--- src/clkpwr_pkg.sv ---
// Constants, types and field layout for the clock source, PLL and power control block
package clkpwr_pkg;
	// ****************************************************************
	// Register map (byte offsets)
	// ****************************************************************
	localparam logic [7:0] OFS_CLK_SRC = 8'h00;
	localparam logic [7:0] OFS_PLL_CTRL = 8'h04;
	localparam logic [7:0] OFS_PLL_CFG = 8'h08;
	localparam logic [7:0] OFS_PLL_STAT = 8'h0c;
	localparam logic [7:0] OFS_CPU_DIV = 8'h10;
	localparam logic [7:0] OFS_USB_DIV = 8'h14;
	localparam logic [7:0] OFS_PCLK_GATE = 8'h18;
	localparam logic [7:0] OFS_PCLK_SEL = 8'h1c;
	localparam logic [7:0] OFS_PWR_MODE = 8'h20;
	localparam logic [7:0] OFS_WDOG_SEL = 8'h24;
	localparam logic [7:0] OFS_OSC_CTL = 8'h28;
	// ****************************************************************
	// Fields, encodings and reset values
	// ****************************************************************
	localparam int NUM_PERIPH = 8;
	localparam int PLL_EN_BIT = 0;
	localparam int PLL_CONN_BIT = 1;
	localparam int PLL_LOCK_BIT = 2;
	localparam int STAT_SRC_LSB = 4;
	localparam int CFG_MULT_LSB = 8;
	localparam int OSC_EN_BIT = 0;
	localparam int OSC_STABLE_BIT = 1;
	localparam logic [1:0] SRC_RC = 2'h0;
	localparam logic [1:0] SRC_MAIN = 2'h1;
	localparam logic [1:0] SRC_RTC = 2'h2;
	localparam logic [1:0] WDSRC_RC = 2'h0;
	localparam logic [1:0] WDSRC_RTC = 2'h1;
	localparam logic [2:0] MODE_IDLE = 3'h1;
	localparam logic [2:0] MODE_SLEEP = 3'h2;
	localparam logic [2:0] MODE_PDOWN = 3'h3;
	localparam logic [2:0] MODE_DPDOWN = 3'h4;
	localparam logic [NUM_PERIPH-1:0] PCLK_GATE_RST = 8'hff;
	// ****************************************************************
	// Timing, counted in oscillator cycles
	// ****************************************************************
	localparam int RC_FREQ_MHZ = 4;
	localparam int FLASH_WAKE_US = 100;
	localparam logic [8:0] FLASH_WAKE_TICKS = 9'(FLASH_WAKE_US * RC_FREQ_MHZ);
	localparam logic [12:0] WAKE_RC_TICKS = 13'h0004;
	localparam logic [12:0] WAKE_MAIN_TICKS = 13'h1000;
	localparam logic [12:0] OSC_STABLE_TICKS = 13'h1000;
	// ****************************************************************
	// Types
	// ****************************************************************
	typedef enum {st_run, st_idle, st_sleep, st_pdown, st_dpdown, st_wake} pm_state_t;
	typedef struct packed {
		logic [14:0] mult_m1; // Multiplier minus one, 1..32768
		logic [7:0] prediv_m1; // Pre-divider minus one, 1..256
	} pll_cfg_t;
endpackage

--- src/clock_source_pll_control.sv ---
// Clock source selection, PLL control, clock dividers and power modes
`timescale 1ns/1ps
`default_nettype none
module clock_source_pll_control (
	input wire logic mclk_in,
	input wire logic arst_n_in,
	input wire logic ce_in,
	input wire logic wb_cyc_in,
	input wire logic wb_stb_in,
	input wire logic wb_we_in,
	input wire logic [7:0] wb_adr_in,
	input wire logic [3:0] wb_sel_in,
	input wire logic [31:0] wb_dat_in,
	output logic wb_ack_out,
	output logic [31:0] wb_dat_out,
	input wire logic rc_osc_in,
	input wire logic main_osc_in,
	input wire logic rtc_osc_in,
	input wire logic current_controlled_osc_in,
	input wire logic pll_lock_in,
	input wire logic wake_in,
	output logic cpu_core_clock_en_out,
	output logic usb_clk_en_out,
	output logic [clkpwr_pkg::NUM_PERIPH-1:0] pclk_en_out,
	output logic watchdog_tick_clock_en_out,
	output clkpwr_pkg::pll_cfg_t pll_cfg_out,
	output logic pll_enable_out,
	output logic main_osc_en_out,
	output logic rc_osc_en_out,
	output logic flash_pwr_out,
	output logic flash_ready_out,
	output logic cpu_run_out
);
	localparam int NP = clkpwr_pkg::NUM_PERIPH;

	// Byte-lane merge for Wishbone writes
	function automatic logic [31:0] merge(input logic [31:0] old, input logic [31:0] dat,
			input logic [3:0] sel);
		logic [31:0] m;
		m = {{8{sel[3]}}, {8{sel[2]}}, {8{sel[1]}}, {8{sel[0]}}};
		merge = (old & ~m) | (dat & m);
	endfunction

	// Divide-by-1/2/4/8 mask from a two-bit select
	function automatic logic [2:0] div_mask(input logic [1:0] sel);
		div_mask = 3'((4'h1 << sel) - 4'h1);
	endfunction

	// ****************************************************************
	// Input synchronisers and edge detect
	// ****************************************************************
	logic [5:0] sync1_ff, sync2_ff, sync3_ff;
	logic [5:0] rise;
	logic rc_tick, main_tick, rtc_tick, cco_tick, lock_s, wake_evt;

	// Oscillators arrive from foreign domains; stage one feeds only stage two
	always_ff @(posedge mclk_in or negedge arst_n_in) begin
		if (!arst_n_in) begin
			sync1_ff <= 6'h00;
			sync2_ff <= 6'h00;
			sync3_ff <= 6'h00;
		end else if (ce_in) begin
			sync1_ff <= {wake_in, pll_lock_in, current_controlled_osc_in, rtc_osc_in,
				main_osc_in, rc_osc_in};
			sync2_ff <= sync1_ff;
			sync3_ff <= sync2_ff;
		end
	end
	assign rise = sync2_ff & ~sync3_ff;
	assign rc_tick = rise[0];
	assign main_tick = rise[1];
	assign rtc_tick = rise[2];
	assign cco_tick = rise[3];
	assign lock_s = sync2_ff[4];
	assign wake_evt = rise[5];

	// ****************************************************************
	// Wishbone slave
	// ****************************************************************
	logic ack_ff;
	logic [31:0] rdat_ff;
	logic req, wr;
	logic [1:0] src_sel_ff, act_src_ff, wd_sel_ff;
	logic pll_en_ff, pll_conn_ff, pll_conn_act_ff, osc_en_ff, osc_stable_ff;
	clkpwr_pkg::pll_cfg_t pll_cfg_ff;
	logic [7:0] cpu_div_ff;
	logic [3:0] usb_div_ff;
	logic [NP-1:0] pconp_ff;
	logic [2*NP-1:0] pclksel_ff;
	clkpwr_pkg::pm_state_t pm_state_ff;
	logic [2:0] mode_code;

	assign req = wb_cyc_in & wb_stb_in;
	assign wr = req & wb_we_in & ack_ff; // Write lands on the edge that sees ack

	// Ack one cycle after the request, dropped the cycle after
	always_ff @(posedge mclk_in or negedge arst_n_in) begin
		if (!arst_n_in) begin
			ack_ff <= 1'b0;
		end else if (ce_in) begin
			ack_ff <= req & ~ack_ff;
		end
	end

	always_comb begin
		case (pm_state_ff)
			clkpwr_pkg::st_idle: mode_code = clkpwr_pkg::MODE_IDLE;
			clkpwr_pkg::st_sleep: mode_code = clkpwr_pkg::MODE_SLEEP;
			clkpwr_pkg::st_pdown: mode_code = clkpwr_pkg::MODE_PDOWN;
			clkpwr_pkg::st_dpdown: mode_code = clkpwr_pkg::MODE_DPDOWN;
			default: mode_code = 3'h0;
		endcase
	end

	// Read data captured with the ack; unmapped offsets read zero
	always_ff @(posedge mclk_in or negedge arst_n_in) begin
		if (!arst_n_in) begin
			rdat_ff <= 32'h0000_0000;
		end else if (ce_in && req && !ack_ff) begin
			case (wb_adr_in)
				clkpwr_pkg::OFS_CLK_SRC: rdat_ff <= {30'h0, src_sel_ff};
				clkpwr_pkg::OFS_PLL_CTRL: rdat_ff <= {30'h0, pll_conn_ff, pll_en_ff};
				clkpwr_pkg::OFS_PLL_CFG: rdat_ff <= {9'h0, pll_cfg_ff};
				clkpwr_pkg::OFS_PLL_STAT: rdat_ff <= {26'h0, act_src_ff, 1'b0, lock_s,
					pll_conn_act_ff, pll_enable_out};
				clkpwr_pkg::OFS_CPU_DIV: rdat_ff <= {24'h0, cpu_div_ff};
				clkpwr_pkg::OFS_USB_DIV: rdat_ff <= {28'h0, usb_div_ff};
				clkpwr_pkg::OFS_PCLK_GATE: rdat_ff <= {24'h0, pconp_ff};
				clkpwr_pkg::OFS_PCLK_SEL: rdat_ff <= {16'h0, pclksel_ff};
				clkpwr_pkg::OFS_PWR_MODE: rdat_ff <= {29'h0, mode_code};
				clkpwr_pkg::OFS_WDOG_SEL: rdat_ff <= {30'h0, wd_sel_ff};
				clkpwr_pkg::OFS_OSC_CTL: rdat_ff <= {30'h0, osc_stable_ff, osc_en_ff};
				default: rdat_ff <= 32'h0000_0000;
			endcase
		end
	end
	assign wb_ack_out = ack_ff;
	assign wb_dat_out = rdat_ff;

	// ****************************************************************
	// Configuration registers and forced defaults
	// ****************************************************************
	logic enter_sleep, enter_pd, dpd_wake;
	logic [31:0] wv;
	assign wv = wb_dat_in;
	assign enter_sleep = (pm_state_ff == clkpwr_pkg::st_run) && wr &&
		(wb_adr_in == clkpwr_pkg::OFS_PWR_MODE) && (wv[2:0] >= clkpwr_pkg::MODE_SLEEP) &&
		(wv[2:0] <= clkpwr_pkg::MODE_DPDOWN) && wb_sel_in[0];
	assign enter_pd = enter_sleep && (wv[2:0] != clkpwr_pkg::MODE_SLEEP);
	assign dpd_wake = (pm_state_ff == clkpwr_pkg::st_dpdown) && wake_evt;

	always_ff @(posedge mclk_in or negedge arst_n_in) begin
		if (!arst_n_in) begin
			src_sel_ff <= clkpwr_pkg::SRC_RC;
			pll_en_ff <= 1'b0;
			pll_conn_ff <= 1'b0;
			pll_cfg_ff <= '0;
			cpu_div_ff <= 8'h00;
			usb_div_ff <= 4'h0;
			pconp_ff <= clkpwr_pkg::PCLK_GATE_RST;
			pclksel_ff <= 16'h0000;
			wd_sel_ff <= clkpwr_pkg::WDSRC_RC;
			osc_en_ff <= 1'b0;
		end else if (ce_in) begin
			if (wr) begin
				case (wb_adr_in)
					clkpwr_pkg::OFS_CLK_SRC: begin
						// Code 3 names no oscillator, so the old choice stays
						if (wb_sel_in[0] && wv[1:0] != 2'h3) begin
							src_sel_ff <= wv[1:0];
						end
					end
					clkpwr_pkg::OFS_PLL_CTRL: begin
						if (wb_sel_in[0]) begin
							pll_en_ff <= wv[clkpwr_pkg::PLL_EN_BIT];
							pll_conn_ff <= wv[clkpwr_pkg::PLL_CONN_BIT];
						end
					end
					clkpwr_pkg::OFS_PLL_CFG: begin
						pll_cfg_ff <= 23'(merge({9'h0, pll_cfg_ff}, wv, wb_sel_in));
					end
					clkpwr_pkg::OFS_CPU_DIV: cpu_div_ff <= 8'(merge({24'h0, cpu_div_ff}, wv, wb_sel_in));
					clkpwr_pkg::OFS_USB_DIV: usb_div_ff <= 4'(merge({28'h0, usb_div_ff}, wv, wb_sel_in));
					clkpwr_pkg::OFS_PCLK_GATE: pconp_ff <= 8'(merge({24'h0, pconp_ff}, wv, wb_sel_in));
					clkpwr_pkg::OFS_PCLK_SEL: pclksel_ff <= 16'(merge({16'h0, pclksel_ff}, wv, wb_sel_in));
					clkpwr_pkg::OFS_WDOG_SEL: begin
						if (wb_sel_in[0]) begin
							wd_sel_ff <= wv[1:0];
						end
					end
					clkpwr_pkg::OFS_OSC_CTL: begin
						if (wb_sel_in[0]) begin
							osc_en_ff <= wv[clkpwr_pkg::OSC_EN_BIT];
						end
					end
					default: begin
					end
				endcase
			end
			// Sleep and deeper: PLL dropped and dividers cleared
			if (enter_sleep) begin
				pll_en_ff <= 1'b0;
				pll_conn_ff <= 1'b0;
				cpu_div_ff <= 8'h00;
				usb_div_ff <= 4'h0;
			end
			// Power-down also stops the crystal and returns to the RC source
			if (enter_pd) begin
				pll_en_ff <= 1'b0;
				osc_en_ff <= 1'b0;
				src_sel_ff <= clkpwr_pkg::SRC_RC;
			end
			// Deep power-down keeps no state: wake is a fresh start
			if (dpd_wake) begin
				pll_cfg_ff <= '0;
				pconp_ff <= clkpwr_pkg::PCLK_GATE_RST;
				pclksel_ff <= 16'h0000;
				wd_sel_ff <= clkpwr_pkg::WDSRC_RC;
			end
		end
	end

	// ****************************************************************
	// Power mode state machine and wake-up timers
	// ****************************************************************
	logic [12:0] wake_cnt_ff, wake_lim_ff, osc_cnt_ff;
	logic [8:0] flash_cnt_ff;
	logic flash_rdy_ff, ref_tick;

	always_ff @(posedge mclk_in or negedge arst_n_in) begin
		if (!arst_n_in) begin
			pm_state_ff <= clkpwr_pkg::st_run;
			wake_cnt_ff <= 13'h0000;
			wake_lim_ff <= clkpwr_pkg::WAKE_RC_TICKS;
		end else if (ce_in) begin
			case (pm_state_ff)
				clkpwr_pkg::st_run: begin
					if (wr && wb_adr_in == clkpwr_pkg::OFS_PWR_MODE && wb_sel_in[0]) begin
						case (wv[2:0])
							clkpwr_pkg::MODE_IDLE: pm_state_ff <= clkpwr_pkg::st_idle;
							clkpwr_pkg::MODE_SLEEP: pm_state_ff <= clkpwr_pkg::st_sleep;
							clkpwr_pkg::MODE_PDOWN: pm_state_ff <= clkpwr_pkg::st_pdown;
							clkpwr_pkg::MODE_DPDOWN: pm_state_ff <= clkpwr_pkg::st_dpdown;
							default: pm_state_ff <= clkpwr_pkg::st_run;
						endcase
					end
				end
				clkpwr_pkg::st_idle: begin
					if (wake_evt) begin
						pm_state_ff <= clkpwr_pkg::st_run;
					end
				end
				clkpwr_pkg::st_sleep: begin
					if (wake_evt) begin
						pm_state_ff <= clkpwr_pkg::st_wake;
						wake_cnt_ff <= 13'h0000;
						wake_lim_ff <= (act_src_ff == clkpwr_pkg::SRC_MAIN) ?
							clkpwr_pkg::WAKE_MAIN_TICKS : clkpwr_pkg::WAKE_RC_TICKS;
					end
				end
				clkpwr_pkg::st_pdown, clkpwr_pkg::st_dpdown: begin
					if (wake_evt) begin
						pm_state_ff <= clkpwr_pkg::st_wake;
						wake_cnt_ff <= 13'h0000;
						wake_lim_ff <= clkpwr_pkg::WAKE_RC_TICKS;
					end
				end
				clkpwr_pkg::st_wake: begin
					// Execution held off until the source has run the full count
					if (ref_tick) begin
						wake_cnt_ff <= wake_cnt_ff + 13'h0001;
						if (wake_cnt_ff == wake_lim_ff - 13'h0001) begin
							pm_state_ff <= clkpwr_pkg::st_run;
						end
					end
				end
				default: pm_state_ff <= clkpwr_pkg::st_run;
			endcase
		end
	end

	// Flash start-up timer in RC cycles; also runs from reset
	always_ff @(posedge mclk_in or negedge arst_n_in) begin
		if (!arst_n_in) begin
			flash_cnt_ff <= 9'h000;
			flash_rdy_ff <= 1'b0;
		end else if (ce_in) begin
			if (wake_evt && (pm_state_ff == clkpwr_pkg::st_pdown ||
					pm_state_ff == clkpwr_pkg::st_dpdown)) begin
				flash_cnt_ff <= 9'h000;
				flash_rdy_ff <= 1'b0;
			end else if (!flash_rdy_ff && rc_tick) begin
				flash_cnt_ff <= flash_cnt_ff + 9'h001;
				flash_rdy_ff <= (flash_cnt_ff == clkpwr_pkg::FLASH_WAKE_TICKS - 9'h001);
			end
		end
	end

	// Crystal stability: software polls this before switching over
	always_ff @(posedge mclk_in or negedge arst_n_in) begin
		if (!arst_n_in) begin
			osc_cnt_ff <= 13'h0000;
			osc_stable_ff <= 1'b0;
		end else if (ce_in) begin
			if (!osc_en_ff || pm_state_ff == clkpwr_pkg::st_sleep) begin
				osc_cnt_ff <= 13'h0000;
				osc_stable_ff <= 1'b0;
			end else if (!osc_stable_ff && main_tick) begin
				osc_cnt_ff <= osc_cnt_ff + 13'h0001;
				osc_stable_ff <= (osc_cnt_ff == clkpwr_pkg::OSC_STABLE_TICKS - 13'h0001);
			end
		end
	end

	// ****************************************************************
	// Clock tree: source mux, PLL bypass, dividers, gates
	// ****************************************************************
	logic div_in_tick, cpu_tick, clk_live, cpu_en_ff, usb_en_ff, wd_en_ff;
	logic [7:0] cpu_cnt_ff;
	logic [3:0] usb_cnt_ff;

	assign clk_live = (pm_state_ff == clkpwr_pkg::st_run) || (pm_state_ff == clkpwr_pkg::st_idle);
	assign ref_tick = (act_src_ff == clkpwr_pkg::SRC_MAIN) ? main_tick :
		(act_src_ff == clkpwr_pkg::SRC_RTC) ? rtc_tick : rc_tick;
	assign div_in_tick = pll_conn_act_ff ? cco_tick : ref_tick;
	assign cpu_tick = div_in_tick && (cpu_cnt_ff >= cpu_div_ff);

	// Switching waits for the end of a whole CPU period, so no short pulse escapes;
	// with clocks stopped it takes effect at once. A dead old source stalls the switch.
	always_ff @(posedge mclk_in or negedge arst_n_in) begin
		if (!arst_n_in) begin
			act_src_ff <= clkpwr_pkg::SRC_RC;
			pll_conn_act_ff <= 1'b0;
			cpu_cnt_ff <= 8'h00;
		end else if (ce_in) begin
			if (cpu_tick || !clk_live) begin
				act_src_ff <= src_sel_ff;
				pll_conn_act_ff <= pll_en_ff & pll_conn_ff;
			end
			if (cpu_tick || !clk_live) begin
				cpu_cnt_ff <= 8'h00;
			end else if (div_in_tick) begin
				cpu_cnt_ff <= cpu_cnt_ff + 8'h01;
			end
		end
	end

	// USB clock divided from the PLL output only
	always_ff @(posedge mclk_in or negedge arst_n_in) begin
		if (!arst_n_in) begin
			usb_cnt_ff <= 4'h0;
			usb_en_ff <= 1'b0;
			cpu_en_ff <= 1'b0;
			wd_en_ff <= 1'b0;
		end else if (ce_in) begin
			if (!pll_en_ff || !clk_live) begin
				usb_cnt_ff <= 4'h0;
			end else if (cco_tick) begin
				usb_cnt_ff <= (usb_cnt_ff >= usb_div_ff) ? 4'h0 : usb_cnt_ff + 4'h1;
			end
			usb_en_ff <= pll_en_ff && clk_live && cco_tick && (usb_cnt_ff >= usb_div_ff);
			cpu_en_ff <= cpu_tick && (pm_state_ff == clkpwr_pkg::st_run);
			case (wd_sel_ff)
				clkpwr_pkg::WDSRC_RC: wd_en_ff <= rc_tick;
				clkpwr_pkg::WDSRC_RTC: wd_en_ff <= rtc_tick;
				default: wd_en_ff <= cpu_tick && clk_live;
			endcase
		end
	end

	// Per-peripheral divider and gate; a gated peripheral sees no pulses
	logic [NP-1:0] pclk_ff;
	generate
		for (genvar i = 0; i < NP; i++) begin : g_pclk
			logic [2:0] pcnt_ff;
			always_ff @(posedge mclk_in or negedge arst_n_in) begin
				if (!arst_n_in) begin
					pcnt_ff <= 3'h0;
					pclk_ff[i] <= 1'b0;
				end else if (ce_in) begin
					if (cpu_tick && clk_live) begin
						pcnt_ff <= pcnt_ff + 3'h1;
					end
					pclk_ff[i] <= cpu_tick && clk_live && pconp_ff[i] &&
						((pcnt_ff & div_mask(pclksel_ff[2*i +: 2])) == 3'h0);
				end
			end
		end
	endgenerate

	// ****************************************************************
	// Outputs
	// ****************************************************************
	assign cpu_core_clock_en_out = cpu_en_ff;
	assign usb_clk_en_out = usb_en_ff;
	assign pclk_en_out = pclk_ff;
	assign watchdog_tick_clock_en_out = wd_en_ff;
	assign pll_cfg_out = pll_cfg_ff;
	assign pll_enable_out = pll_en_ff | pll_conn_act_ff; // Kept running until unhooked
	assign main_osc_en_out = osc_en_ff && (pm_state_ff != clkpwr_pkg::st_sleep);
	assign rc_osc_en_out = (pm_state_ff != clkpwr_pkg::st_pdown) &&
		(pm_state_ff != clkpwr_pkg::st_dpdown);
	assign flash_pwr_out = rc_osc_en_out;
	assign flash_ready_out = flash_rdy_ff;
	assign cpu_run_out = (pm_state_ff == clkpwr_pkg::st_run);
endmodule
`default_nettype wire

--- config.mk ---
export PLATFORM = sky130hd
export DESIGN_NAME = clock_source_pll_control
export DESIGN_NICKNAME = d
export VERILOG_FILES = /design/src/clkpwr_pkg.sv /design/src/clock_source_pll_control.sv
export SDC_FILE = /design/constraint.sdc
export NUM_CORES = 1
export LEC_CHECK = 0
export BUFFER_PORTS_ARGS = -buffer_cell sky130_fd_sc_hd__buf_2
export CORE_ASPECT_RATIO = 2
export CORE_MARGIN = 4
export CORE_UTILIZATION = 40
export CTS_CLUSTER_DIAMETER = 200
export CTS_CLUSTER_SIZE = 16
export DETAILED_ROUTE_END_ITERATION = 16
export SYNTH_ARGS = -nofsm -noshare
export SYNTH_HDL_FRONTEND = slang
export SYNTH_SLANG_ARGS = --single-unit
--- constraint.sdc ---
create_clock -name mclk_in -period 4.7 [get_ports mclk_in]
set_input_delay 0.235 -clock mclk_in [delete_from_list [all_inputs] [get_ports mclk_in]]
set_output_delay 0.235 -clock mclk_in [all_outputs]
set_load 0.05 [all_outputs]
### Word-level counts from Yosys, hierarchy flattened

Cells that the tools add are included.

* $add $sub $neg: 22
* $lt $le $gt $ge: 4
* equality and inequality tests: 41
* shift-type cells: 8
* multiplexer cells: 68
* bitwise logic cells: 29
* reductions and logical operators: 108

Operators with widths (number)
* $pmux 23 s11: 1
* $mux 32: 5
* $eq 32x3->1 const B: 4
* $pmux 32 s4: 1
* $eq 32x2->1 const B: 3
* $mux 13: 7
* $mux 23: 3
* $logic_not 32->1: 2
* $mux 8: 8
* $ne 32x3->1 const B: 2
* $pmux 13 s2: 2
* $mux 16: 3
* $and 23x23->23: 2
* $reduce_bool 2->1: 22
* $logic_and 1x1->1: 39
* $eq 32x1->1 const B: 1
* $eq 32x4->1 const B: 1
* $eq 8x5->1 const B: 4
* $ne 32x4->1 const B: 1
* $reduce_and 4->1: 7
* $add 13x1->13 const B: 2
* $add 3x1->3 const B: 8
* $and 3x3->3: 8
* $eq 8x6->1 const B: 3
* other kinds (53): 141

* register bits: 249
* output and inout bits: 73

### Depth between registers and ports, before layout

Gate-level depths: netlist of run 1.

* depth in word-level cells: 11
* gate-level depth with buffers: 8
* gate-level depth less buffers: 7

### Least setup slack after synthesis of run 1

No wires, ideal clock.

* kind: reg-to-reg
* start point: reg cpu_cnt_ff[2]
* end point: reg cpu_cnt_ff[2]
* setup time: 0.090 ns
* data arrival time: 2.232 ns
* path slack: 2.377 ns
* stages on the path, launching flop included: 8
* path buffers: 1
* clock period less this slack: 2.323 ns
* cell sequence: dfrtp_1 -> ha_1 -> nor4_1 -> o21ai_0 -> a31oi_1 -> buf_2 -> or4b_2 -> o221ai_1

* cells in the longest elaborated chain, start to end: 5

RTL lines
* start, declared: line clock_source_pll_control.sv:319 `logic [7:0] cpu_cnt_ff;`
* start signal, assigned: line clock_source_pll_control.sv:343 `cpu_cnt_ff <= cpu_cnt_ff + 8'h01;`
* $ge 8x8->1: line clock_source_pll_control.sv:326 `assign cpu_tick = div_in_tick && (cpu_cnt_ff >= cpu_div_ff);`
* $logic_and 1x1->1: line clock_source_pll_control.sv:326
* $logic_or 1x1->1: line clock_source_pll_control.sv:340 `if (cpu_tick || !clk_live) begin`
* $reduce_bool 2->1 (no source line)
* $reduce_and 2->1 (no source line)

Parallel ways exist; a longest one is shown, timed or not. The select of a mux whose other input is x is not followed.
A chain may end at the register's enable or synchronous reset.

### Final worst setup path of run 1

* start point: reg pm_state_ff[2]
* end point: reg pll_cfg_ff (netlist bit pll_cfg_out[0])

* cells in the longest elaborated chain, start to end: 4

RTL lines
* start, declared: line clock_source_pll_control.sv:90 `clkpwr_pkg::pm_state_t pm_state_ff;`
* start signal, assigned: line clock_source_pll_control.sv:232 `pm_state_ff <= clkpwr_pkg::st_run;`
* start signal, assigned: line clock_source_pll_control.sv:240 `clkpwr_pkg::MODE_IDLE: pm_state_ff <= clkpwr_pkg::st_idle;`
* start signal, assigned: line clock_source_pll_control.sv:241 `clkpwr_pkg::MODE_SLEEP: pm_state_ff <= clkpwr_pkg::st_sleep;`
* $eq 32x4->1 *: line clock_source_pll_control.sv:150 `assign dpd_wake = (pm_state_ff == clkpwr_pkg::st_dpdown) && wake_evt;`
* $logic_and 1x1->1 *: line clock_source_pll_control.sv:150
* $reduce_bool 2->1 (no source line)
* $reduce_and 3->1 (no source line)
* end signal, assigned: line clock_source_pll_control.sv:180 `pll_cfg_ff <= 23'(merge({9'h0, pll_cfg_ff}, wv, wb_sel_in));`
* end, declared: line clock_source_pll_control.sv:85 `clkpwr_pkg::pll_cfg_t pll_cfg_ff;`

Every way passes the cells marked *; elsewhere a longest branch is shown, timed or not.

==> impl_metrics.tcl, run 1 <==
set metrics [dict create \
    swShare_pct 35.0 \
    fmax_ghz 0.338 \
    r2r-start "pm_state_ff[2]" \
    period_minus_slack_ns 2.96 \
    min_from "pll_lock_in" \
    yosysMostFrequentCell "dfrtp_1" \
    drtIter0Drc 470 \
    initial_utilization_pct 40.4 \
    grt_first_pass_wirelength_mm 46.8 \
    cts_setup_buffers 0 \
    syn_avg_cell_area_um2 10.4 \
    worst_hold_path.endpoint "sync1_ff[4]" \
    ys_ff_latch 199 \
    die_h_um 233 \
    slew_viol_final 0 \
    port_buffers 109 \
    die_width_um 120 \
    clkSinkCount 199 \
    start_kind "flop" \
    synth_cell_types 82 \
    grtUsageTotal_pct 21.8 \
    required_ns 5.04 \
    synth-xor-area-share_pct 3.12 \
    crit_path_end_kind "flop" \
    cts-buffers-inserted 17 \
    detail-route-antenna-nets 0 \
    timing.rr.end "pll_cfg_out[0]" \
    yosysTopAreaCell "dfrtp_1" \
    power.density_mw_per_mm2 420 \
    yosysSeqAreaShare_pct 49.4 \
    peakVddDrop_mv 0.327 \
    clockRootBuffer "clkbuf_16" \
    dp_hpwl_mm 22.5 \
    vias 8165 \
    drt-total-wl_mm 29.9 \
    crit_start "pm_state_ff[2]" \
    antenna_found_initial 2 \
    holdPathStages 2 \
    p_comb_share_pct 23.5 \
    synth_top_family_by_area "compound AO/OA/AOI/OAI gates" \
    wl_per_cell_um 21.1 \
    setup_viol 0 \
    final_nets 1145 \
    gp_congestion 0.925 \
    skew_ns 0.00828 \
    rows 82 \
    htree_levels 4 \
    synth_edf_count 0 \
    synth-adder-area-share_pct 3.09 \
    clk_latency_ns 0.46 \
    p_int_uw 3160 \
    gr-total-overflow 0 \
    drive_gt1_share_pct 20.1 \
    yosysWarnings 0 \
    yosys-top-cells-count "dfrtp_1, nand2_1, a21oi_1" \
    tns_ns 0 \
    rsz0062_at_grt "false" \
    cts.path.max_buffers 2 \
    cts.clk_slew.worst_paths_ns 0.08 \
    synth.mux.area_fraction_pct 4.26 \
    dieArea_mm2 0.0280 \
    synth_compound_area_share_pct 19.9 \
    dr.pass1.iters 5 \
    async_flop_share_pct 100 \
    clkPwrFrac_pct 29.6 \
    syn_inst 968 \
    cp.arrival_ns 3.30 \
    fin_hold_ws_ns 0.0222 \
    syn2layout_area_growth_pct 14.4 \
    syn_area_mm2 0.0101 \
    tritoncts "built" \
    crit_fanout 22 \
    grt_max_degree 108 \
    post_drt_via_cell_ratio 5.77 \
    ff2ff_setup_slack_ns 1.74 \
    seq_power_share_pct 46.9 \
    synthTopCellsByArea "dfrtp_1, a22o_1, mux2_2" \
    slew-limit-headroom_pct 27.7 \
    grt_pass1_vias 8365 \
    yosys.area.top_type_share_pct 47.0 \
    leakage_uw 0.00514 \
    reg2regPathDepth 6 \
    worstMarginPinSlew_ns 1.09 \
    synth-main-ff-cell "dfrtp_1" \
    post-route-period-util_pct 62.9 \
    hold_path_class "input port to flop" \
    critPathKind "flop to flop" \
    core_mm2 0.0250 \
    finalHoldViolations 0 \
    power.switching_uw 1700 \
    drc 0 \
    io_pins 129 \
    drv_cap 0 \
    synthSimpleGateAreaFrac_pct 16.4 \
    outcome "finished clean" \
]
[layout make-up]
cell class / instances / area (um2)
fillers: 2467 / 13500
clock inverters: 12 / 108
repair buffers: 125 / 702
well taps: 336 / 420
diodes: 1 / 2.50
inverters: 32 / 120
multi-input cells: 689 / 4770
clock buffers: 20 / 457
flip-flops and latches: 199 / 4990
[power groups by stage]
| stage | Clock [uW] | Sequential (uW) | Combinational, uW |
|---|---|---|---|
| floorplan | 0 | 2340 | 737 |
| global placement | 0 | 2300 | 1120 |
| detailed placement | 0 | 2310 | 1150 |
| CTS | 1460 | 2280 | 1160 |
| global route | 1520 | 2320 | 1270 |
| finish | 1440 | 2280 | 1140 |
[cells by family (layout without fill, tap and decap cells)]
family	count (synthesis)	count (layout)
compound gates	282	282
xor+xnor	36	36
fa+ha+maj	25	25
buf+inv	88	189
flops	199	199
mux	39	39
other cells	1	10
simple gates	298	298
[how the worst max path moves through the flow]
stage | endpoint | slack (ns) | cells after the start
6_report | pll_cfg_out[0] | 1.74 | 6
5_1_grt | wake_cnt_ff[7] | 1.58 | 5
4_1_cts | g_pclk[0].pcnt_ff[1] | 1.75 | 6
3_5_place_dp | pll_cfg_out[0] | 1.67 | 6
3_3_place_gp | pll_cfg_out[2] | 1.68 | 6
2_1_floorplan | cpu_cnt_ff[2] | 2.38 | 7
[critical path, cell delays in order (launching register included)]
cell and delay [ns]:
dfrtp_1 0.79, or3b_1 0.61, nor3_1 0.23, buf_4 0.24
or2_1 0.40, o21ai_2 0.27, a22o_1 0.30
[what timing repair did]
item | 4_1_cts | 5_1_grt
hold endpoints to repair | 110 | 0
gates resized for setup | 0 | 0
hold buffers | 6 | 0
[state kept, by name, indices dropped and copies added (netlist names), 3 cells and up]
name and count:
g_pclk.pcnt_ff 24, pll_cfg_out 23, wb_dat_out 23, pclksel_ff 16, osc_cnt_ff 13, wake_cnt_ff 13
flash_cnt_ff 9, cpu_cnt_ff 8, cpu_div_ff 8, pclk_en_out 8, pconp_ff 8, sync1_ff 6
sync2_ff 6, sync3_ff 5, usb_cnt_ff 4, usb_div_ff 4, pm_state_ff 3
[through the flow]
step	std cells	utilization, %	setup slack, ns	power [uW]	area [um2]
after floorplan	976	-	2.38	3080	10100
after global placement	1375	43.7	1.68	3430	10900
after detailed placement	1375	43.7	1.67	3460	10900
after CTS	1413	46.2	1.75	4900	11600
after global routing	1414	46.2	1.58	5110	11600
final	1414	46.2	1.74	4860	11600
[cell usage in the layout, fill, tap and decap left out, types with 24 or more instances in the layout]
cell type / netlist / final
dfrtp_1: 190 / 190
buf_2: 12 / 108
nand2_1: 86 / 86
a21oi_1: 53 / 53
o21ai_0: 52 / 52
nor2_1: 48 / 48
a22o_1: 47 / 47
inv_1: 32 / 32
mux2_2: 32 / 32
nand3_1: 31 / 31
ha_1: 25 / 25
xnor2_1: 24 / 24
[metal layers]
| metal | wire length, um | GRT usage, % | vias up |
|---|---|---|---|
| met3 | 1130 | 3.92 | 76 |
| met1 | 10600 | 22.2 | 4076 |
| li1 | - | - | 3812 |
| met2 | 16600 | 41.6 | 201 |
| met4 | 1540 | 11.4 | 0 |
| met5 | 0 | 0 | - |
Power figures use the tool's default switching activity.
==> inputs of run 2 (changes only) <==
==> constraint.sdc (replaced) <==
create_clock -name mclk_in -period 2.8 [get_ports mclk_in]
set_input_delay 0.14 -clock mclk_in [delete_from_list [all_inputs] [get_ports mclk_in]]
set_output_delay 0.14 -clock mclk_in [all_outputs]
set_load 0.05 [all_outputs]
==> impl_metrics.tcl, run 2 (same netlist as run 1, synthesis figures left out) <==
set metrics [dict create \
    vias 8472 \
    crit_path_end_kind "flop" \
    start_kind "flop" \
    finalHoldViolations 0 \
    cts.clk_slew.worst_paths_ns 0.07 \
    crit_fanout 11 \
    post-route-cell-area_mm2 0.0122 \
    holdPathStages 2 \
    hold_path_class "input port to flop" \
    drtIter0Drc 545 \
    cp.arrival_ns 2.91 \
    port_buffers 109 \
    timing.rr.end "pclksel_ff[5]" \
    path_cells "or3b_1 > nor3_2 > buf_4 > a21o_1 > o21ai_0 > a22o_1" \
    skew_ns 0.0136 \
    required_ns 3.13 \
    layout_common_cells "dfrtp_1, buf_2, nand2_1" \
    crit_buf_inv 1 \
    period_minus_slack_ns 2.57 \
    wl_per_cell_um 20.8 \
    ff2ff_setup_slack_ns 0.23 \
    drive_gt1_share_pct 22.4 \
    core_mm2 0.0250 \
    initial_utilization_pct 40.4 \
    setup_ws_ns 0.226 \
    drt-total-wl_mm 30.8 \
    largest_register "g_pclk.pcnt_ff" \
    dr.pass1.iters 5 \
    setup_viol 0 \
    antenna_found_initial 2 \
    cts_setup_buffers 0 \
    drv_cap 0 \
    fmax_ghz 0.389 \
    pre_cts_slack_ns 0.0916 \
    layout_commonest_cell "dfrtp_1" \
    gp_congestion 0.935 \
    worstMarginPinSlew_ns 1.17 \
    detail-route-antenna-nets 0 \
    grtUsageTotal_pct 22.6 \
    r2r-start "pm_state_ff[1]" \
    dp_hpwl_mm 23.5 \
    path_delay_family "compound AO/OA/AOI/OAI gates" \
    post_drt_via_cell_ratio 5.73 \
    critPathKind "flop to flop" \
    largest_register_ffs 24 \
    io_pins 129 \
    slew_viol_final 0 \
    htree_levels 4 \
    die_width_um 120 \
    clkSinkCount 199 \
    dp.cells 1416 \
    grt_first_pass_wirelength_mm 48.5 \
    grt_pass1_vias 8836 \
    leakage_uw 0.00549 \
    power.density_mw_per_mm2 707 \
    max_stage_delay_ns 0.56 \
    slowest_stage "or3b_1" \
    drc 0 \
    syn2layout_area_growth_pct 20.8 \
    fin_cells 1478 \
    post-route-period-util_pct 91.9 \
    cts-buffers-inserted 17 \
    outcome "finished clean" \
    fill_cells 2409 \
    gr-total-overflow 0 \
    dieArea_mm2 0.0280 \
    tns_ns 0 \
    rows 82 \
    worst_hold_path.endpoint "pconp_ff[3]" \
    slew-limit-headroom_pct 21.4 \
    clockRootBuffer "clkbuf_16" \
    cts.path.max_buffers 2 \
    rsz0062_at_grt "false" \
    clk_latency_ns 0.46 \
    grt_max_degree 78 \
    min_from "wb_dat_in[3]" \
    tritoncts "built" \
    die_h_um 233 \
    reg2regPathDepth 6 \
    peakVddDrop_mv 0.521 \
    final_nets 1207 \
    place_area_mm2 0.0113 \
]
[run 2: cell types whose count changed in the layout (fill, tap and decap cells not counted), moves of 2 or more]
cell	previous run	this run
buf_12	1	4
buf_4	9	47
bufinv_16	0	5
clkbuf_1	1	3
diode_2	1	3
dlygate4sd3_1	6	27
inv_6	5	2
inv_8	2	0
[run 2: stage by stage]
step / util [%] / hold WS [ns] / total power (uW)
final: 48.8 / 0.0435 / 8640
after global routing: 48.8 / 0.0399 / 9070
after CTS: 48.7 / 0.0173 / 8710
after detailed placement: 45.0 / 0.106 / 5890
after global placement: 45.0 / 0.0987 / 5850
after floorplan: - / -0.156 / 5170
[run 2: per-layer routing]
layer  vias up  GRT usage [%]  share of wire (%)
li1       3932              -                  -
met1      4227           22.9                 35
met2       228           41.6                 55
met3        85           3.72                3.3
met4         0           15.3                6.5
met5         -              0                  0
[run 2: worst max path at each step]
stage	to	start	depth (start not counted)	slack [ns]
2_1_floorplan	cpu_cnt_ff[2]	cpu_cnt_ff[2]	7	0.48
3_3_place_gp	pll_cfg_out[2]	wb_adr_in[2]	7	0.09
3_5_place_dp	pll_cfg_out[2]	wb_adr_in[2]	7	0.09
4_1_cts	pclksel_ff[5]	pm_state_ff[1]	6	0.10
5_1_grt	g_pclk[0].pcnt_ff[0]	cpu_div_ff[1]	9	0.05
6_report	pclksel_ff[5]	pm_state_ff[1]	6	0.23
[run 2: final cells by class]
class                           instances  area (um2)  share of cell area, %
Sequential cell                       199        4990                   40.9
Antenna cell                            3        7.51                 0.0615
Tap cell                              336         420                   3.44
Inverter                               32         120                  0.984
Clock buffer                           22         464                   3.80
Multi-Input combinational cell        689        4760                   39.0
Clock inverter                         10         193                   1.58
Timing Repair Buffer                  187        1260                   10.3
[run 2: what timing repair did]
| item | 4_1_cts | 5_1_grt |
|---|---|---|
| endpoints found under the hold margin | 83 | 0 |
| endpoints found under the setup margin | 0 | 8 |
| hold buffers | 27 | 0 |
| gates resized for setup | 0 | 1 |
[run 2: power by group]
part,switching [uW],leakage (uW),total (uW),internal [uW]
combinational,1250,0.00257,2080,828
sequential,414,0.00260,3780,3370
clock,1130,0.000316,2770,1640
==> inputs of run 3 (changes only) <==
--- a/config.mk
+++ b/config.mk
@@ -12,6 +12,7 @@
 export CTS_CLUSTER_DIAMETER = 200
 export CTS_CLUSTER_SIZE = 16
 export DETAILED_ROUTE_END_ITERATION = 16
+export REMOVE_ABC_BUFFERS = 1
 export SYNTH_ARGS = -nofsm -noshare
 export SYNTH_HDL_FRONTEND = slang
 export SYNTH_SLANG_ARGS = --single-unit
==> impl_metrics.tcl, run 3 (same netlist as run 1, synthesis figures left out) <==
set metrics [dict create \
    drive_gt1_share_pct 22.3 \
    detail-route-antenna-nets 0 \
    fill_cells 2421 \
    die_width_um 120 \
    htree_levels 4 \
    io_pins 129 \
    largest_register "g_pclk.pcnt_ff" \
    p_int_uw 5390 \
    dr.max_layer_used "met4" \
    critPathKind "flop to flop" \
    period_minus_slack_ns 2.70 \
    tritoncts "built" \
    clk_latency_ns 0.45 \
    r2r-start "pm_state_ff[1]" \
    syn2layout_area_growth_pct 19.6 \
    swShare_pct 34.8 \
    cts-buffers-inserted 17 \
    drt-total-wl_mm 30.8 \
    crit_start "pm_state_ff[1]" \
    dieArea_mm2 0.0280 \
    fin_hold_ws_ns 0.0384 \
    cp.arrival_ns 3.07 \
    rsz0062_at_grt "false" \
    layout_commonest_cell "dfrtp_1" \
    route.met2.wl_mm 16.6 \
    hold_path_class "input port to flop" \
    dp.cells 1412 \
    final_nets 1208 \
    core_mm2 0.0250 \
    slew-limit-headroom_pct 35.6 \
    skew_ns 0.0101 \
    cts.clk_slew.worst_paths_ns 0.07 \
    outcome "finished clean" \
    crit_fanout 12 \
    clockRootBuffer "clkbuf_16" \
    largest_register_ffs 24 \
    fin_cells 1476 \
    tns_ns 0 \
    peakVddDrop_mv 0.482 \
    port_buffers 109 \
    cts_setup_buffers 0 \
    worstMarginPinSlew_ns 0.955 \
    clkPwrFrac_pct 28.1 \
    leakage_uw 0.00542 \
    grt_pass1_vias 8911 \
    cts.path.max_buffers 2 \
    seq_power_share_pct 46.1 \
    grt_first_pass_wirelength_mm 49.0 \
    grt_max_degree 92 \
    p_comb_share_pct 25.8 \
    post_drt_via_cell_ratio 5.79 \
    wl_met3_mm 1.16 \
    layout_common_cells "dfrtp_1, buf_2, nand2_1" \
    dp_hpwl_mm 23.3 \
    drtIter0Drc 467 \
    die_h_um 233 \
    dr.pass1.iters 5 \
    drv_cap 0 \
    initial_utilization_pct 40.4 \
    min_from "wb_dat_in[3]" \
    vias 8540 \
    grtUsageTotal_pct 22.7 \
    gp_congestion 0.950 \
    fmax_ghz 0.370 \
    required_ns 3.17 \
    start_kind "flop" \
    post-route-period-util_pct 96.5 \
    gr-total-overflow 0 \
    clkSinkCount 199 \
    antenna_found_initial 2 \
    wl_per_cell_um 20.9 \
    power.switching_uw 2870 \
    slew_viol_final 0 \
    rows 82 \
    crit_path_end_kind "flop" \
    power.density_mw_per_mm2 683 \
    finalHoldViolations 0 \
    drc 0 \
    wl_met1_mm 11.1 \
    setup_viol 0 \
]
## run 3: layout make-up
class / count / area [um2] / area share [%]
Sequential cell: 199 / 4990 / 41.3
Multi-Input combinational cell: 689 / 4760 / 39.4
Timing Repair Buffer: 188 / 1250 / 10.4
Clock buffer: 19 / 443 / 3.66
Tap cell: 336 / 420 / 3.48
Inverter: 32 / 120 / 0.994
Clock inverter: 12 / 95.1 / 0.787
Antenna cell: 1 / 2.50 / 0.0207
## run 3: worst paths after layout
path	endpoint	slack, ns	cells after the start
max	pll_cfg_out[19]	0.1	8
min	pconp_ff[3]	0.04	2
max reg2reg	pll_cfg_out[19]	0.1	8
min reg2reg	wb_dat_out[3]	0.47	1
max in group asynchronous	flash_cnt_ff[3]	1.91	3
min in group asynchronous	wb_dat_out[12]	0.12	2
## run 3: critical path, stage by stage (launching register included)
cell,delay [ns]
dfrtp_1,0.45
or3b_4,0.50
nor3_1,0.20
buf_4,0.23
or2_1,0.26
buf_4,0.19
nand3_1,0.09
dlygate4sd3_1,0.57
a21oi_1,0.13
## run 3: timing repair
action | 4_1_cts | 5_1_grt
hold endpoints to repair | 232 | 0
resized for setup | 0 | 3
hold buffers | 32 | 0
endpoints found under the setup margin | 0 | 5
## run 3: metal layers
metal | track usage [%] | up-vias
li1 | - | 3920
met1 | 23.7 | 4300
met2 | 41.7 | 233
met3 | 3.89 | 87
met4 | 14.0 | 0
met5 | 0 | -
## run 3: through the flow
stage               cell area, um2  utilization, %  setup WS, ns  power (uW)
detailed placement           11200            44.8        0.0766        5950
global placement             11200            44.8         0.134        5890
finish                       12100            48.3        0.0972        8250
global route                 12100            48.3      0.000919        8700
floorplan                     9870               -        0.0274        5090
CTS                          12100            48.2        0.0185        8330
## run 3: power by group through the flow
stage                     clock network, uW  registers, uW  logic (uW)
after floorplan                           0           3960        1130
after global placement                    0           3850        2040
after detailed placement                  0           3860        2100
after CTS                              2380           3810        2140
after global routing                   2480           3870        2350
final                                  2320           3810        2130
